--- config.mk ---
export PLATFORM = sky130hd
export DESIGN_NAME = tzc_timer_config
export DESIGN_NICKNAME = d
export VERILOG_FILES = /design/src/hdl/tzc_pkg.sv /design/src/hdl/tzc_timer_config.sv
export SDC_FILE = /design/constraint.sdc
export NUM_CORES = 1
export LEC_CHECK = 0
export BUFFER_PORTS_ARGS = -buffer_cell sky130_fd_sc_hd__buf_2
export CORE_MARGIN = 5
export CORE_UTILIZATION = 42
export CTS_CLUSTER_SIZE = 24
export DETAILED_ROUTE_END_ITERATION = 12
export HOLD_SLACK_MARGIN = 0.15
export PLACE_DENSITY_LB_ADDON = 0.15
export SYNTH_ARGS = -nofsm -noshare
export SYNTH_HDL_FRONTEND = slang
export SYNTH_SLANG_ARGS = --single-unit
--- constraint.sdc ---
create_clock -name core_clk -period 3.13 [get_ports core_clk]
set_input_delay 0.626 -clock core_clk [delete_from_list [all_inputs] [get_ports core_clk]]
set_output_delay 0.626 -clock core_clk [all_outputs]
set_load 0.02 [all_outputs]
--- src/hdl/tzc_pkg.sv ---
// Purpose: Shared constants and types for the timer configuration slice.
// Assumes: One 8-bit control register on a plain address port.
// Notes: Mode codes follow the lower mode field of the second control register.

package tzc_pkg;

  // ----------------------------------------
  // Register map
  // ----------------------------------------
  localparam logic [11:0] CTL0_ADDR = 12'hf06;
  localparam logic [7:0] CTL0_RESET = 8'h00;

  // ----------------------------------------
  // Interrupt configuration settings
  // ----------------------------------------
  localparam logic [1:0] IRQ_CFG_ALT = 2'h2;
  localparam logic [1:0] IRQ_CFG_RELOAD = 2'h3;

  // Four-bit operating mode selector.
  typedef enum logic [3:0] {
    MODE_ONE_SHOT = 4'h0,
    MODE_CONTINUOUS = 4'h1,
    MODE_COUNTER = 4'h2,
    MODE_PWM = 4'h3,
    MODE_CAPTURE = 4'h4,
    MODE_COMPARE = 4'h5,
    MODE_GATED = 4'h6,
    MODE_CAP_CMP = 4'h7,
    MODE_DUAL_PWM = 4'h8,
    MODE_CAP_RESTART = 4'h9,
    MODE_CMP_COUNTER = 4'ha,
    MODE_TRIG_ONE_SHOT = 4'hb
  } tzc_mode_t;

  // Layout of the first control register, bit 7 down to bit 0.
  typedef struct packed {
    logic modeHigh;
    logic [1:0] irqCfg;
    logic inSel;
    logic [2:0] delay;
    logic capFlag;
  } tzc_ctl_t;

  // Events arriving from the counter datapath.
  typedef struct packed {
    logic reload;
    logic capture;
    logic pwmMatch;
  } tzc_evt_t;

endpackage

--- src/hdl/tzc_timer_config.sv ---
// Purpose: Control register, interrupt selection, input select and dead time.
// Assumes: Events are one-cycle pulses on core_clk from the timer datapath.
// Notes: Output pair is active high; polarity only steers the gate edge.
//
// Implementation choice: the strobed register port.

`timescale 1ns/1ps
`default_nettype none

module tzc_timer_config #(
  parameter int ADDR_W = 12
) (
  // Clock and reset.
  input wire logic core_clk,
  input wire logic sys_rst,
  // Register port.
  input wire logic [ADDR_W-1:0] regAddr,
  input wire logic [7:0] regWrData,
  input wire logic regWrEn,
  input wire logic regRdEn,
  output logic [7:0] regRdData,
  // Timer datapath side.
  input wire logic [2:0] modeLow,
  input wire logic ioPolarity,
  input wire tzc_pkg::tzc_evt_t evt,
  output logic [3:0] operatingMode,
  output logic timerIrq,
  // Input sources and selected input.
  input wire logic timerInPin,
  input wire logic comparatorOut,
  output logic timerInput,
  // Output pair.
  output logic timerOut,
  output logic timerOutN
);

  // ----------------------------------------
  // Elaboration checks
  // ----------------------------------------
  if (ADDR_W < 12) begin : g_bad_addr
    $error("ADDR_W must hold the register offset");
  end

  // ----------------------------------------
  // Functions
  // ----------------------------------------

  // Classifies a mode: 0 plain, 1 gated, 2 capture family.
  function automatic logic [1:0] modeKind(input logic [3:0] m);
    logic [1:0] k;
    k = 2'h0;
    case (m)
      tzc_pkg::MODE_GATED: k = 2'h1;
      tzc_pkg::MODE_CAPTURE, tzc_pkg::MODE_CAP_CMP,
      tzc_pkg::MODE_CAP_RESTART: k = 2'h2;
      default: k = 2'h0;
    endcase
    return k;
  endfunction

  // Decodes the delay field into a cycle count.
  function automatic logic [7:0] deadCycles(input logic [2:0] code);
    logic [7:0] c;
    c = 8'h00;
    if (code != 3'h0) begin
      c = 8'(1) << code;
    end
    return c;
  endfunction

  // ----------------------------------------
  // Control register
  // ----------------------------------------
  tzc_pkg::tzc_ctl_t ctl_q;
  logic [3:0] modeNow;
  logic [1:0] kind;
  logic ctlHit;
  logic gateEdge;
  logic irqReload;
  logic irqCapture;
  logic irqOther;
  logic irqNow;

  assign ctlHit = (regAddr == ADDR_W'(tzc_pkg::CTL0_ADDR));
  assign modeNow = {ctl_q.modeHigh, modeLow};
  assign kind = modeKind(modeNow);

  // Writable fields; the capture flag bit of the write is dropped.
  always_ff @(posedge core_clk or posedge sys_rst) begin
    if (sys_rst) begin
      ctl_q <= tzc_pkg::CTL0_RESET;
    end else begin
      if (regWrEn && ctlHit) begin
        ctl_q.modeHigh <= regWrData[7];
        ctl_q.irqCfg <= regWrData[6:5];
        ctl_q.inSel <= regWrData[4];
        ctl_q.delay <= regWrData[3:1];
      end
      if (irqNow) begin
        ctl_q.capFlag <= irqCapture;
      end
    end
  end

  // Read data stand only in the cycle after the strobe.
  always_ff @(posedge core_clk or posedge sys_rst) begin
    if (sys_rst) begin
      regRdData <= 8'h00;
    end else if (regRdEn && ctlHit) begin
      regRdData <= ctl_q;
    end else begin
      regRdData <= 8'h00;
    end
  end

  // Mode selector to the datapath.
  always_ff @(posedge core_clk or posedge sys_rst) begin
    if (sys_rst) begin
      operatingMode <= 4'h0;
    end else begin
      operatingMode <= modeNow;
    end
  end

  // ----------------------------------------
  // Input synchronisers and selection
  // ----------------------------------------
  logic [1:0] pinSync_q;
  logic [1:0] cmpSync_q;
  logic selIn;
  logic prevIn_q;

  // Two flops per asynchronous source.
  always_ff @(posedge core_clk or posedge sys_rst) begin
    if (sys_rst) begin
      pinSync_q <= 2'h0;
      cmpSync_q <= 2'h0;
    end else begin
      pinSync_q <= {pinSync_q[0], timerInPin};
      cmpSync_q <= {cmpSync_q[0], comparatorOut};
    end
  end

  assign selIn = ctl_q.inSel ? cmpSync_q[1] : pinSync_q[1];

  // Selected input and its previous value for edge detection.
  always_ff @(posedge core_clk or posedge sys_rst) begin
    if (sys_rst) begin
      timerInput <= 1'b0;
      prevIn_q <= 1'b0;
    end else begin
      timerInput <= selIn;
      prevIn_q <= timerInput;
    end
  end

  // Inactive gate edge: falling for polarity 0, rising for polarity 1.
  assign gateEdge = (kind == 2'h1) &&
                    (ioPolarity ? (timerInput && !prevIn_q)
                                : (!timerInput && prevIn_q));

  // ----------------------------------------
  // Interrupt selection
  // ----------------------------------------

  // Per-mode sources of an interrupt request.
  always_comb begin
    irqReload = 1'b0;
    irqCapture = 1'b0;
    irqOther = 1'b0;
    case (kind)
      2'h1: begin
        irqReload = evt.reload && (ctl_q.irqCfg != tzc_pkg::IRQ_CFG_ALT);
        irqOther = gateEdge && (ctl_q.irqCfg != tzc_pkg::IRQ_CFG_RELOAD);
      end
      2'h2: begin
        irqReload = evt.reload && (ctl_q.irqCfg != tzc_pkg::IRQ_CFG_ALT);
        irqCapture = evt.capture && (ctl_q.irqCfg != tzc_pkg::IRQ_CFG_RELOAD);
      end
      default: begin
        irqReload = evt.reload && (ctl_q.irqCfg != tzc_pkg::IRQ_CFG_ALT);
      end
    endcase
  end

  assign irqNow = irqReload || irqCapture || irqOther;

  // One-cycle interrupt request pulse.
  always_ff @(posedge core_clk or posedge sys_rst) begin
    if (sys_rst) begin
      timerIrq <= 1'b0;
    end else begin
      timerIrq <= irqNow;
    end
  end

  // ----------------------------------------
  // Dead-time output pair
  // ----------------------------------------
  logic phase_q;
  logic [7:0] waitCnt_q;
  logic newPhase;
  logic swap;
  logic [7:0] dly;

  // Reload makes the output side active, a match the complement side.
  assign newPhase = evt.reload;
  assign swap = (evt.reload || evt.pwmMatch) && (newPhase != phase_q);
  assign dly = deadCycles(ctl_q.delay);

  // Drop at once, raise the other side after the programmed gap.
  always_ff @(posedge core_clk or posedge sys_rst) begin
    if (sys_rst) begin
      phase_q <= 1'b0;
      waitCnt_q <= 8'h00;
      timerOut <= 1'b0;
      timerOutN <= 1'b0;
    end else if (swap) begin
      phase_q <= newPhase;
      waitCnt_q <= dly;
      timerOut <= newPhase && (dly == 8'h00);
      timerOutN <= !newPhase && (dly == 8'h00);
    end else if (waitCnt_q != 8'h00) begin
      waitCnt_q <= waitCnt_q - 8'h01;
      if (waitCnt_q == 8'h01) begin
        timerOut <= phase_q;
        timerOutN <= !phase_q;
      end
    end
  end

  // ----------------------------------------
  // Assertions
  // ----------------------------------------
  a_mode_select: assert property (
    @(posedge core_clk) disable iff (sys_rst)
    (regWrEn && ctlHit) |=> ##1 operatingMode[3] == $past(regWrData[7], 2))
    else $error("Mode high bit not forwarded");

  a_cfg_store: assert property (
    @(posedge core_clk) disable iff (sys_rst)
    (regWrEn && ctlHit) |=> ctl_q.irqCfg == $past(regWrData[6:5]))
    else $error("Interrupt config not stored");

  a_plain_irq: assert property (
    @(posedge core_clk) disable iff (sys_rst)
    (kind == 2'h0 && evt.reload) |=>
    timerIrq == ($past(ctl_q.irqCfg) != tzc_pkg::IRQ_CFG_ALT))
    else $error("Plain mode reload interrupt wrong");

  a_gate_irq: assert property (
    @(posedge core_clk) disable iff (sys_rst)
    (gateEdge && !evt.reload) |=>
    timerIrq == ($past(ctl_q.irqCfg) != tzc_pkg::IRQ_CFG_RELOAD))
    else $error("Gate edge interrupt wrong");

  a_capture_irq: assert property (
    @(posedge core_clk) disable iff (sys_rst)
    (kind == 2'h2 && evt.capture && ctl_q.irqCfg != tzc_pkg::IRQ_CFG_RELOAD)
    |=> timerIrq && ctl_q.capFlag)
    else $error("Capture interrupt or flag missing");

  a_reload_clear: assert property (
    @(posedge core_clk) disable iff (sys_rst)
    (irqReload && !evt.capture && !irqOther) |=> !ctl_q.capFlag)
    else $error("Capture flag not cleared");

  a_flag_write: assert property (
    @(posedge core_clk) disable iff (sys_rst)
    (regWrEn && ctlHit && !irqNow) |=> $stable(ctl_q.capFlag))
    else $error("Capture flag changed by write");

  a_input_pick: assert property (
    @(posedge core_clk) disable iff (sys_rst)
    ctl_q.inSel && $stable(ctl_q.inSel) |=>
    timerInput == $past(cmpSync_q[1]))
    else $error("Comparator input not selected");

  a_no_overlap: assert property (
    @(posedge core_clk) disable iff (sys_rst)
    !(timerOut && timerOutN))
    else $error("Output and complement both active");

  // A new swap inside the gap restarts the count, so only undisturbed gaps are timed.
  a_gap_two: assert property (
    @(posedge core_clk) disable iff (sys_rst)
    (swap && !newPhase && ctl_q.delay == 3'h1) ##1 !swap ##1 !swap |->
    (!$past(timerOutN) && !timerOutN) ##1 timerOutN)
    else $error("Two-cycle dead time wrong");

  a_gap_load: assert property (
    @(posedge core_clk) disable iff (sys_rst)
    (swap && ctl_q.delay != 3'h0) |=> waitCnt_q == (8'h01 << $past(ctl_q.delay)))
    else $error("Dead time count not loaded");

  a_drop_now: assert property (
    @(posedge core_clk) disable iff (sys_rst)
    swap |=> (phase_q ? !timerOutN : !timerOut))
    else $error("Outgoing side not dropped at once");

  a_read_back: assert property (
    @(posedge core_clk) disable iff (sys_rst)
    (regRdEn && ctlHit) |=> regRdData == $past(ctl_q))
    else $error("Register read data wrong");

  a_plain_other: assert property (
    @(posedge core_clk) disable iff (sys_rst)
    (kind == 2'h0 && !evt.reload) |=> !timerIrq)
    else $error("Plain mode interrupt without reload");

  a_gate_alt: assert property (
    @(posedge core_clk) disable iff (sys_rst)
    (kind == 2'h1 && ctl_q.irqCfg == tzc_pkg::IRQ_CFG_ALT && !gateEdge) |=> !timerIrq)
    else $error("Gated mode reload interrupt not suppressed");

  a_capture_only: assert property (
    @(posedge core_clk) disable iff (sys_rst)
    (kind == 2'h2 && ctl_q.irqCfg == tzc_pkg::IRQ_CFG_RELOAD && !evt.reload) |=> !timerIrq)
    else $error("Capture interrupt not suppressed");

  a_input_pin: assert property (
    @(posedge core_clk) disable iff (sys_rst)
    !ctl_q.inSel && $stable(ctl_q.inSel) |=>
    timerInput == $past(pinSync_q[1]))
    else $error("Pin input not selected");

  a_zero_gap: assert property (
    @(posedge core_clk) disable iff (sys_rst)
    (swap && ctl_q.delay == 3'h0) |=> (timerOut == phase_q) && (timerOutN == !phase_q))
    else $error("Zero delay transition late");

endmodule

`default_nettype wire

Word level (Yosys, flattened, before mapping)
Cells that the tools add are included.
- register bits after elaboration: 38
- output and inout port bits: 16
- add/subtract/negate cells: 1
- equality and inequality tests: 11
- shifts and indexed selects: 1
- mux-type cells: 15
- reduce and logical (&&, ||, !) cells: 25
- operators with widths (cell ; number):
    $mux 8 ; 4
    $eq 12x12->1 const B ; 1
    $eq 4x3->1 const B ; 3
    $logic_and 1x1->1 ; 11
    $mux 1 ; 10
    $eq 8x1->1 const B ; 1
    $logic_not 8->1 ; 1
    $reduce_bool 8->1 ; 1
    $shl 1x3->8 const A ; 1
    $sub 8x1->8 const B ; 1
    $eq 4x4->1 const B ; 1
    $logic_not 1->1 ; 4
    $ne 2x2->1 const B ; 2
    $pmux 2 s2 ; 1
    $reduce_bool 2->1 ; 2
    $logic_or 1x1->1 ; 3
    $reduce_bool 3->1 ; 1
    $reduce_or 3->1 ; 1
    $eq 2x1->1 const B ; 1
    $eq 2x2->1 const B ; 1
    $reduce_and 2->1 ; 1
    $ne 1x1->1 ; 1

Depth between registers and ports, before layout
Gate-level depths: netlist of the first run.
- depth after elaboration: 8
- depth in mapped cells: 6
- depth with buffers taken out: 6

Least setup slack after synthesis of the first run
No wires, ideal clock.
- path type: input to register
- start: input regAddr[5]
- end: register ctl_q[1] (netlist bit)
- library setup time: 125 ps
- data arrival time: 1551 ps
- required time: 3005 ps
- slack: 1454 ps
- stages: 5
- path buffers: 1
- cell sequence: and4bb_2 -> and3_1 -> buf_6 -> nand2_4 -> mux2_2
- longest elaborated chain between the ends: 2
- ends and longest elaborated chain (item ; line ; source):
    start, declared ; tzc_timer_config.sv:17 ; input wire logic [ADDR_W-1:0] regAddr,
    $eq 12x12->1 ; tzc_timer_config.sv:84 ; assign ctlHit = (regAddr == ADDR_W'(tzc_pkg::CTL0_ADDR));
    $logic_and 1x1->1 ; tzc_timer_config.sv:93 ; if (regWrEn && ctlHit) begin
    end signal, assigned ; tzc_timer_config.sv:91 ; ctl_q <= tzc_pkg::CTL0_RESET;
    end, declared ; tzc_timer_config.sv:74 ; tzc_pkg::tzc_ctl_t ctl_q;
Every way passes these cells.
A chain may end at the register's enable or synchronous reset.

Final worst setup path of the first run
- start: input regAddr[0]
- end: register ctl_q[6] (netlist bit)
The elaborated chain is that of the path after synthesis.

==> results of run 1 <==
kinds of logic after synthesis:
logic type / Yosys count / synth area share
xor+xnor: 6 / 0.0311
compound gates: 18 / 0.0815
fa+ha+maj: 3 / 0.0222
buf+inv: 9 / 0.0252
simple gates: 49 / 0.197
mux: 11 / 0.0800
flops: 38 / 0.563
registers in the layout (all words and copies together) (netlist names):
signal         cells
prevIn_q           1
phase_q            1
cmpSync_q          2
ctl_q              8
timerOutN          1
timerOut           1
timerIrq           1
regRdData          8
waitCnt_q          8
pinSync_q          2
operatingMode      4
timerInput         1
per-layer routing:
| metal | vias to the layer above | wire [um] | global-route usage |
|---|---|---|---|
| met5 | - | 0 | 0 |
| met4 | 0 | 38 | 0.0463 |
| met3 | 4 | 226 | 0.0506 |
| met2 | 37 | 1670 | 0.236 |
| met1 | 597 | 1570 | 0.191 |
| li1 | 583 | - | - |
power groups by stage:
stage / combinational [mW] / clock (mW) / sequential (mW)
floorplan: 0.260 / 0 / 0.621
global placement: 0.348 / 0 / 0.612
detailed placement: 0.362 / 0 / 0.616
CTS: 0.364 / 0.360 / 0.607
global route: 0.408 / 0.378 / 0.616
finish: 0.361 / 0.351 / 0.607
cell usage in the layout (no fill, tap or decap), drive strengths merged, types with 4 or more instances in the layout:
master	netlist	final
nand3	5	5
dfrtp	38	38
mux2	10	10
xor2	4	4
buf	2	48
inv	6	6
clkbuf	1	6
nand2	11	11
and3	9	9
per-stage QoR:
stage          worst slack (ns)  instances  hold WS [ns]  power [mW]  utilization
4_1_cts                    1.52        237         0.355        1.33        0.525
5_1_grt                    1.39        237         0.370        1.40        0.525
3_3_place_gp               1.24        229         0.338       0.960        0.501
6_report                   1.49        237         0.356        1.32        0.525
2_1_floorplan              1.45        134         0.331       0.880            -
3_5_place_dp               1.18        229         0.338       0.978        0.501
worst max path at each step:
stage                                end  slack (ns)  cells after the start
finish              ctl_q[6]$_DFFE_PP0P_        1.49                      5
floorplan           ctl_q[1]$_DFFE_PP0P_        1.45                      5
detailed placement  ctl_q[6]$_DFFE_PP0P_        1.18                      5
global route        ctl_q[4]$_DFFE_PP0P_        1.39                      5
CTS                 ctl_q[6]$_DFFE_PP0P_        1.52                      5
global placement    ctl_q[7]$_DFFE_PP0P_        1.24                      5
final cells by class:
cell class                 instances  area, um2  area share
inverter                           6       22.5      0.0109
tap                               50       62.6      0.0302
clock inverter                     2       12.5     0.00605
timing repair buffer              48        243       0.117
sequential                        38        951       0.459
multi-input combinational         87        696       0.336
clock buffer                       6       82.6      0.0399
==> flow_summary.json, run 1 <==
{
  "p_per_area_nw_per_um2": 637,
  "drtIter0Drc": 72,
  "wl_per_cell_um": 14.8,
  "worstSetupStartpoint": "regAddr[0]",
  "seq_power_share": 0.460,
  "max_freq_mhz": 611,
  "synth_area_leaders": "dfrtp_1, mux2_2, and3_1",
  "dr.pass1.iters": 4,
  "startpoint_type": "primary input",
  "p_leak_nw": 1.05,
  "drc": 0,
  "ys.warnings.count": 0,
  "yosysMostFrequentCell": "dfrtp_1",
  "peakVddDrop_mv": 0.355,
  "post-route-period-util": 0.523,
  "place_area_um2": 1970,
  "clock_latency_ns": 0.29,
  "port_buffers": 47,
  "path_cells": "buf_2, nor4bb_1, and3_1, nand2_4, mux2_2",
  "path_buf_inv": 1,
  "syn_area_um2": 1690,
  "row_count": 23,
  "yosys-top-cells-count": "dfrtp_1, mux2_2, nand2_1, and3_1, inv_1",
  "setup_viol": 0,
  "cts_resized": 0,
  "drive_above_1_share": 0.401,
  "r2r_cells": 4,
  "setup.worst_path.end_class": "flip-flop",
  "grt_max_degree": 39,
  "p_comb_frac": 0.274,
  "hold_class": "reg -> reg",
  "gp_congestion": 0.832,
  "tightestPinTransition_ns": 0.436,
  "path_delay_family": "simple AND/OR/NAND/NOR gates",
  "synthArstFlopShare": 1.00,
  "yosysSeqAreaShare": 0.563,
  "vias": 1221,
  "die-width_um": 73.4,
  "synth-main-ff-cell": "dfrtp_1",
  "numCtsBuffers": 5,
  "whs_endpoint": "pinSync_q[1]$_DFF_PP0_",
  "holdPathStages": 0,
  "p_int_uw": 900,
  "dieArea_um2": 5390,
  "crit_type": "in -> reg",
  "power_switching_uw": 419,
  "core_region_area_um2": 3940,
  "postRouteAntennaNets": 0,
  "nFillCells": 355,
  "viasPerCell": 5.15,
  "ctsHoldBuffers": 0,
  "clkPwrFrac": 0.266,
  "swShare": 0.318,
  "grt_pass1_vias": 1296,
  "area_growth_pct": 22.5,
  "drv_cap": 0,
  "synth_edf_count": 0,
  "max_stage_delay_ns": 0.39,
  "min_period_ns": 1.64,
  "fin_skew_ns": 0.00860,
  "initial_utilization": 0.428,
  "cts_buffer_depth": 2,
  "r2r-start": "waitCnt_q[5]$_DFFE_PP0P_",
  "post-cts-setup-buffers": 0,
  "final_area_um2": 2070,
  "slowest_stage": "and3_1",
  "worstHoldStart": "pinSync_q[0]$_DFF_PP0_",
  "synth_area_per_cell_um2": 12.6,
  "rsz0062_at_grt": "no",
  "syn-num-nets": 170,
  "cts_tree": "yes",
  "slew_headroom": 0.703,
  "outcome": "completed",
  "path_clk_slew_ns": 0.07,
  "cts_max_level": 2,
  "reg2reg_slack_ns": 1.58,
  "drt-total-wl_um": 3500,
  "cp.required_ns": 3.31,
  "antenna_cells": 0,
  "cts_sinks": 38,
  "root_buffer": "clkbuf_8",
  "synth_top_area_frac": 0.563,
  "grt_pass1_wl_um": 6120,
  "ios": 49,
  "nets": 222,
  "overflow": 0,
  "r2r-end": "timerOutN$_DFFE_PP0P_",
  "ys_ff_latch": 38,
  "synth_top_area_cell": "dfrtp_1",
  "synthCells": 134,
  "antenna_found_initial": 0,
  "arrival_ns": 1.82,
  "maxSlewViolCount": 0,
  "grtUsageTotal": 0.148,
  "synth_cell_types": 45,
  "crit_fanout": 9,
  "finalHoldViolCount": 0,
  "die_h_um": 73.4,
  "fin_tns_setup_ns": 0,
  "hpwl_um": 2590
}
No activity file was read; power rests on OpenSTA's default activity.
==> run 2, diff against run 1 <==
- clock period: 3.13 -> 1.7 ns (I/O delays scaled with it)
==> flow_summary.json, run 2 (synthesized netlist as in run 1, its figures left out) <==
{
  "initial_utilization": 0.428,
  "grtUsageTotal": 0.140,
  "overflow": 0,
  "p_leak_nw": 1.06,
  "startpoint_type": "flip-flop",
  "max_freq_mhz": 652,
  "grt_pass1_vias": 1360,
  "crit_fanout": 4,
  "viasPerCell": 5.05,
  "path_cells": "nor4_4, nand4b_1, nand2_1, mux2_2",
  "setup_viol": 0,
  "path_clk_slew_ns": 0.07,
  "ios": 49,
  "drt-total-wl_um": 3340,
  "utilization": 0.528,
  "dieArea_um2": 5390,
  "slowest_stage": "dfrtp_1",
  "cts_resized": 0,
  "layout_common_cells": "buf_2, dfrtp_1, nand2_1, mux2_2, and3_1",
  "max_stage_delay_ns": 0.43,
  "clock_latency_ns": 0.28,
  "numCtsBuffers": 5,
  "core_region_area_um2": 3940,
  "drv_cap": 0,
  "place_area_um2": 1990,
  "port_buffers": 47,
  "ctsHoldBuffers": 0,
  "vias": 1207,
  "cts_tree": "yes",
  "wl_per_cell_um": 14.0,
  "cp.required_ns": 1.87,
  "nets": 224,
  "drive_above_1_share": 0.402,
  "post-cts-setup-buffers": 0,
  "outcome": "completed",
  "peakVddDrop_mv": 0.639,
  "die-width_um": 73.4,
  "root_buffer": "clkbuf_8",
  "setup.worst_path.end_class": "flip-flop",
  "cts_sinks": 38,
  "cts_buffer_depth": 2,
  "grt_max_degree": 39,
  "hpwl_um": 2570,
  "reg_top3": "ctl_q x8, regRdData x8, waitCnt_q x8",
  "area_growth_pct": 23.2,
  "final_common_cell": "buf_2",
  "drc": 0,
  "grt_pass1_wl_um": 5820,
  "slew_headroom": 0.694,
  "drtIter0Drc": 85,
  "tightestPinTransition_ns": 0.459,
  "hold_class": "in -> async",
  "maxSlewViolCount": 0,
  "die_h_um": 73.4,
  "fin_tns_setup_ns": 0,
  "post-route-period-util": 0.903,
  "dr.pass1.iters": 4,
  "p_per_area_nw_per_um2": 1150,
  "cts_max_level": 2,
  "arrival_ns": 1.70,
  "antenna_cells": 0,
  "crit_type": "reg -> reg",
  "fin_skew_ns": 0.00589,
  "finalHoldViolCount": 0,
  "row_count": 23,
  "antenna_found_initial": 0,
  "min_period_ns": 1.53,
  "postRouteAntennaNets": 0,
  "gp_congestion": 0.842,
  "rsz0062_at_grt": "no",
  "final_area_um2": 2080
}
==> run 2: cell types whose count changed in the layout (fill, tap and decap cells not counted), sizes merged <==
| cell | delta |
|---|---|
| buf | +2 |
| clkinvlp | -1 |
| clkbuf | +1 |
==> run 2: power breakdown <==
group	total (mW)	internal, mW	switching, mW
registers	1.12	1.01	0.104
clock network	0.619	0.327	0.292
logic	0.665	0.322	0.343
total	2.40	1.66	0.739
==> run 2: layout make-up <==
type | count | area [um2]
Clock buffer | 7 | 86.3
Clock inverter | 1 | 5.00
Fill cell | 350 | 1860
Inverter | 6 | 22.5
Multi-Input combinational cell | 87 | 696
Sequential cell | 38 | 951
Tap cell | 50 | 62.6
Timing Repair Buffer | 50 | 258
==> run 2: per-stage QoR <==
step / hold WS, ns / std cells / power, mW / setup slack (ns)
finish: 0.144 / 239 / 2.40 / 0.165
detailed placement: 0.337 / 231 / 1.80 / 0.173
CTS: 0.151 / 239 / 2.43 / 0.160
floorplan: 0.331 / 134 / 1.62 / 0.193
global placement: 0.339 / 231 / 1.77 / 0.185
global route: 0.153 / 239 / 2.55 / 0.0543
==> run 2: worst max-delay path: cells and delay by family (launching register included) <==
kind / cells / cell delay [ns]
flops: 1 / 0.43
mux: 1 / 0.34
simple gates: 3 / 0.66
==> run 2: final timing paths <==
check                                              to  slack, ns  cells past startpoint                     start
setup / recovery                 timerOut$_DFFE_PP0P_       0.17                      4  waitCnt_q[5]$_DFFE_PP0P_
min in group core_clk          cmpSync_q[0]$_DFF_PP0_       0.16                      1             comparatorOut
hold / removal               waitCnt_q[0]$_DFFE_PP0P_       0.14                      3                   sys_rst
max in group asynchronous  operatingMode[3]$_DFF_PP0_       1.22                      3                   sys_rst
setup reg to reg                 timerOut$_DFFE_PP0P_       0.17                      4  waitCnt_q[5]$_DFFE_PP0P_
hold reg to reg                pinSync_q[1]$_DFF_PP0_       0.35                      0    pinSync_q[0]$_DFF_PP0_
==> run 2: routing by layer <==
layer / GRT usage / part of all wire / vias up
met4: 0.0624 / 0.0072 / 0
met1: 0.168 / 0.43 / 581
li1: - / - / 592
met3: 0.0356 / 0.054 / 4
met2: 0.236 / 0.50 / 30
met5: 0 / 0 / -
==> run 3, diff against run 2 <==
- CORE_ASPECT_RATIO: default -> 1.1
==> flow_summary.json, run 3 (synthesized netlist as in run 1, its figures left out) <==
{
  "outcome": "completed",
  "post-route-period-util": 0.927,
  "antenna_found_initial": 0,
  "fin_tns_setup_ns": 0,
  "slew_headroom": 0.698,
  "max_freq_mhz": 635,
  "die-width_um": 70.5,
  "fin_skew_ns": 0.00472,
  "final_common_cell": "buf_2",
  "cts_sinks": 38,
  "startpoint_type": "flip-flop",
  "path_cells": "nor4_4, nand4b_1, nand2_1, mux2_2",
  "dr.pass1.iters": 4,
  "vias": 1220,
  "cts_resized": 0,
  "wl_met1_um": 1410,
  "drive_above_1_share": 0.396,
  "grt_pass1_wl_um": 5720,
  "area_growth_pct": 23.0,
  "grt_max_degree": 39,
  "layout_common_cells": "buf_2, dfrtp_1, nand2_1, mux2_2, and3_1",
  "drt-total-wl_um": 3380,
  "peakVddDrop_mv": 0.560,
  "min_period_ns": 1.58,
  "slowest_stage": "dfrtp_1",
  "ctsHoldBuffers": 0,
  "gp_congestion": 0.785,
  "worstSetupStartpoint": "waitCnt_q[5]$_DFFE_PP0P_",
  "postRouteAntennaNets": 0,
  "clock_latency_ns": 0.28,
  "numCtsBuffers": 5,
  "core_region_area_um2": 3930,
  "hpwl_um": 2600,
  "grtUsageTotal": 0.134,
  "setup_viol": 0,
  "cts_max_level": 2,
  "wl_met2_um": 1810,
  "cts_buffer_depth": 2,
  "arrival_ns": 1.74,
  "rsz0062_at_grt": "no",
  "antenna_cells": 0,
  "drtIter0Drc": 71,
  "wl_met3_um": 118,
  "crit_type": "reg -> reg",
  "reg_top3": "ctl_q x8, regRdData x8, waitCnt_q x8",
  "port_buffers": 47,
  "row_count": 24,
  "initial_utilization": 0.429,
  "setup.worst_path.end_class": "flip-flop",
  "maxSlewViolCount": 0,
  "overflow": 0,
  "post-cts-setup-buffers": 0,
  "nets": 224,
  "finalHoldViolCount": 0,
  "hold_class": "in -> async",
  "maxUsedRoutingLayer": "met4",
  "crit_fanout": 4,
  "utilization": 0.528,
  "dieArea_um2": 5390,
  "p_per_area_nw_per_um2": 1150,
  "grt_pass1_vias": 1306,
  "ios": 49,
  "path_clk_slew_ns": 0.07,
  "r2r-start": "waitCnt_q[5]$_DFFE_PP0P_",
  "nFillCells": 364,
  "tightestPinTransition_ns": 0.443,
  "root_buffer": "clkbuf_8",
  "viasPerCell": 5.10,
  "path_delay_family": "simple AND/OR/NAND/NOR gates",
  "max_stage_delay_ns": 0.43,
  "cp.required_ns": 1.86,
  "wl_per_cell_um": 14.1,
  "path_buf_inv": 0,
  "cts_tree": "yes",
  "die_h_um": 76.5,
  "drv_cap": 0,
  "drc": 0,
  "p_leak_nw": 1.06
}
## run 3: worst reg2reg max path: cells and delay by family, from the launching register on
family	cells	cell delay, ns
and+or+nand+nor	3	0.68
DFF	1	0.43
muxes	1	0.34
## run 3: stage by stage
step	hold slack (ns)	cells	setup WS (ns)	instance area [um2]	total power [mW]
after floorplan	0.331	134	0.193	1690	1.62
after global placement	0.337	232	0.174	1980	1.77
after detailed placement	0.349	232	0.143	1980	1.81
after CTS	0.154	238	0.120	2070	2.41
after global routing	0.151	239	0.0194	2080	2.56
final	0.152	239	0.124	2080	2.39
## run 3: power by group
part           leakage (nW)  internal, mW  switching (mW)  total, mW
sequential            0.491          1.01           0.100       1.11
clock                0.0431         0.312           0.277      0.589
combinational         0.524         0.321           0.365      0.686
total                  1.06          1.65           0.742       2.39
## run 3: worst paths after layout
check                                               to  slack (ns)  cells after the start
worst max-delay path              timerOut$_DFFE_PP0P_        0.12                      4
worst min-delay path             timerOutN$_DFFE_PP0P_        0.15                      3
worst min register to register  pinSync_q[1]$_DFF_PP0_        0.37                      0
min in group core_clk           cmpSync_q[0]$_DFF_PP0_        0.16                      1
max in group asynchronous       regRdData[5]$_DFF_PP0_        1.22                      3
worst max register to register    timerOut$_DFFE_PP0P_        0.12                      4
## run 3: metal layers
layer / vias to the layer above / GRT usage
met4: 0 / 0.0556
met3: 6 / 0.0422
li1: 593 / -
met2: 28 / 0.228
met5: - / 0
met1: 593 / 0.153
## run 3: area by class of cell
cell class	instances	area, um2	share of cell area
Multi-Input combinational cell	87	696	0.335
Inverter	6	22.5	0.0108
Timing Repair Buffer	50	260	0.125
Tap cell	52	65.1	0.0313
Sequential cell	38	951	0.458
Clock buffer	6	82.6	0.0398
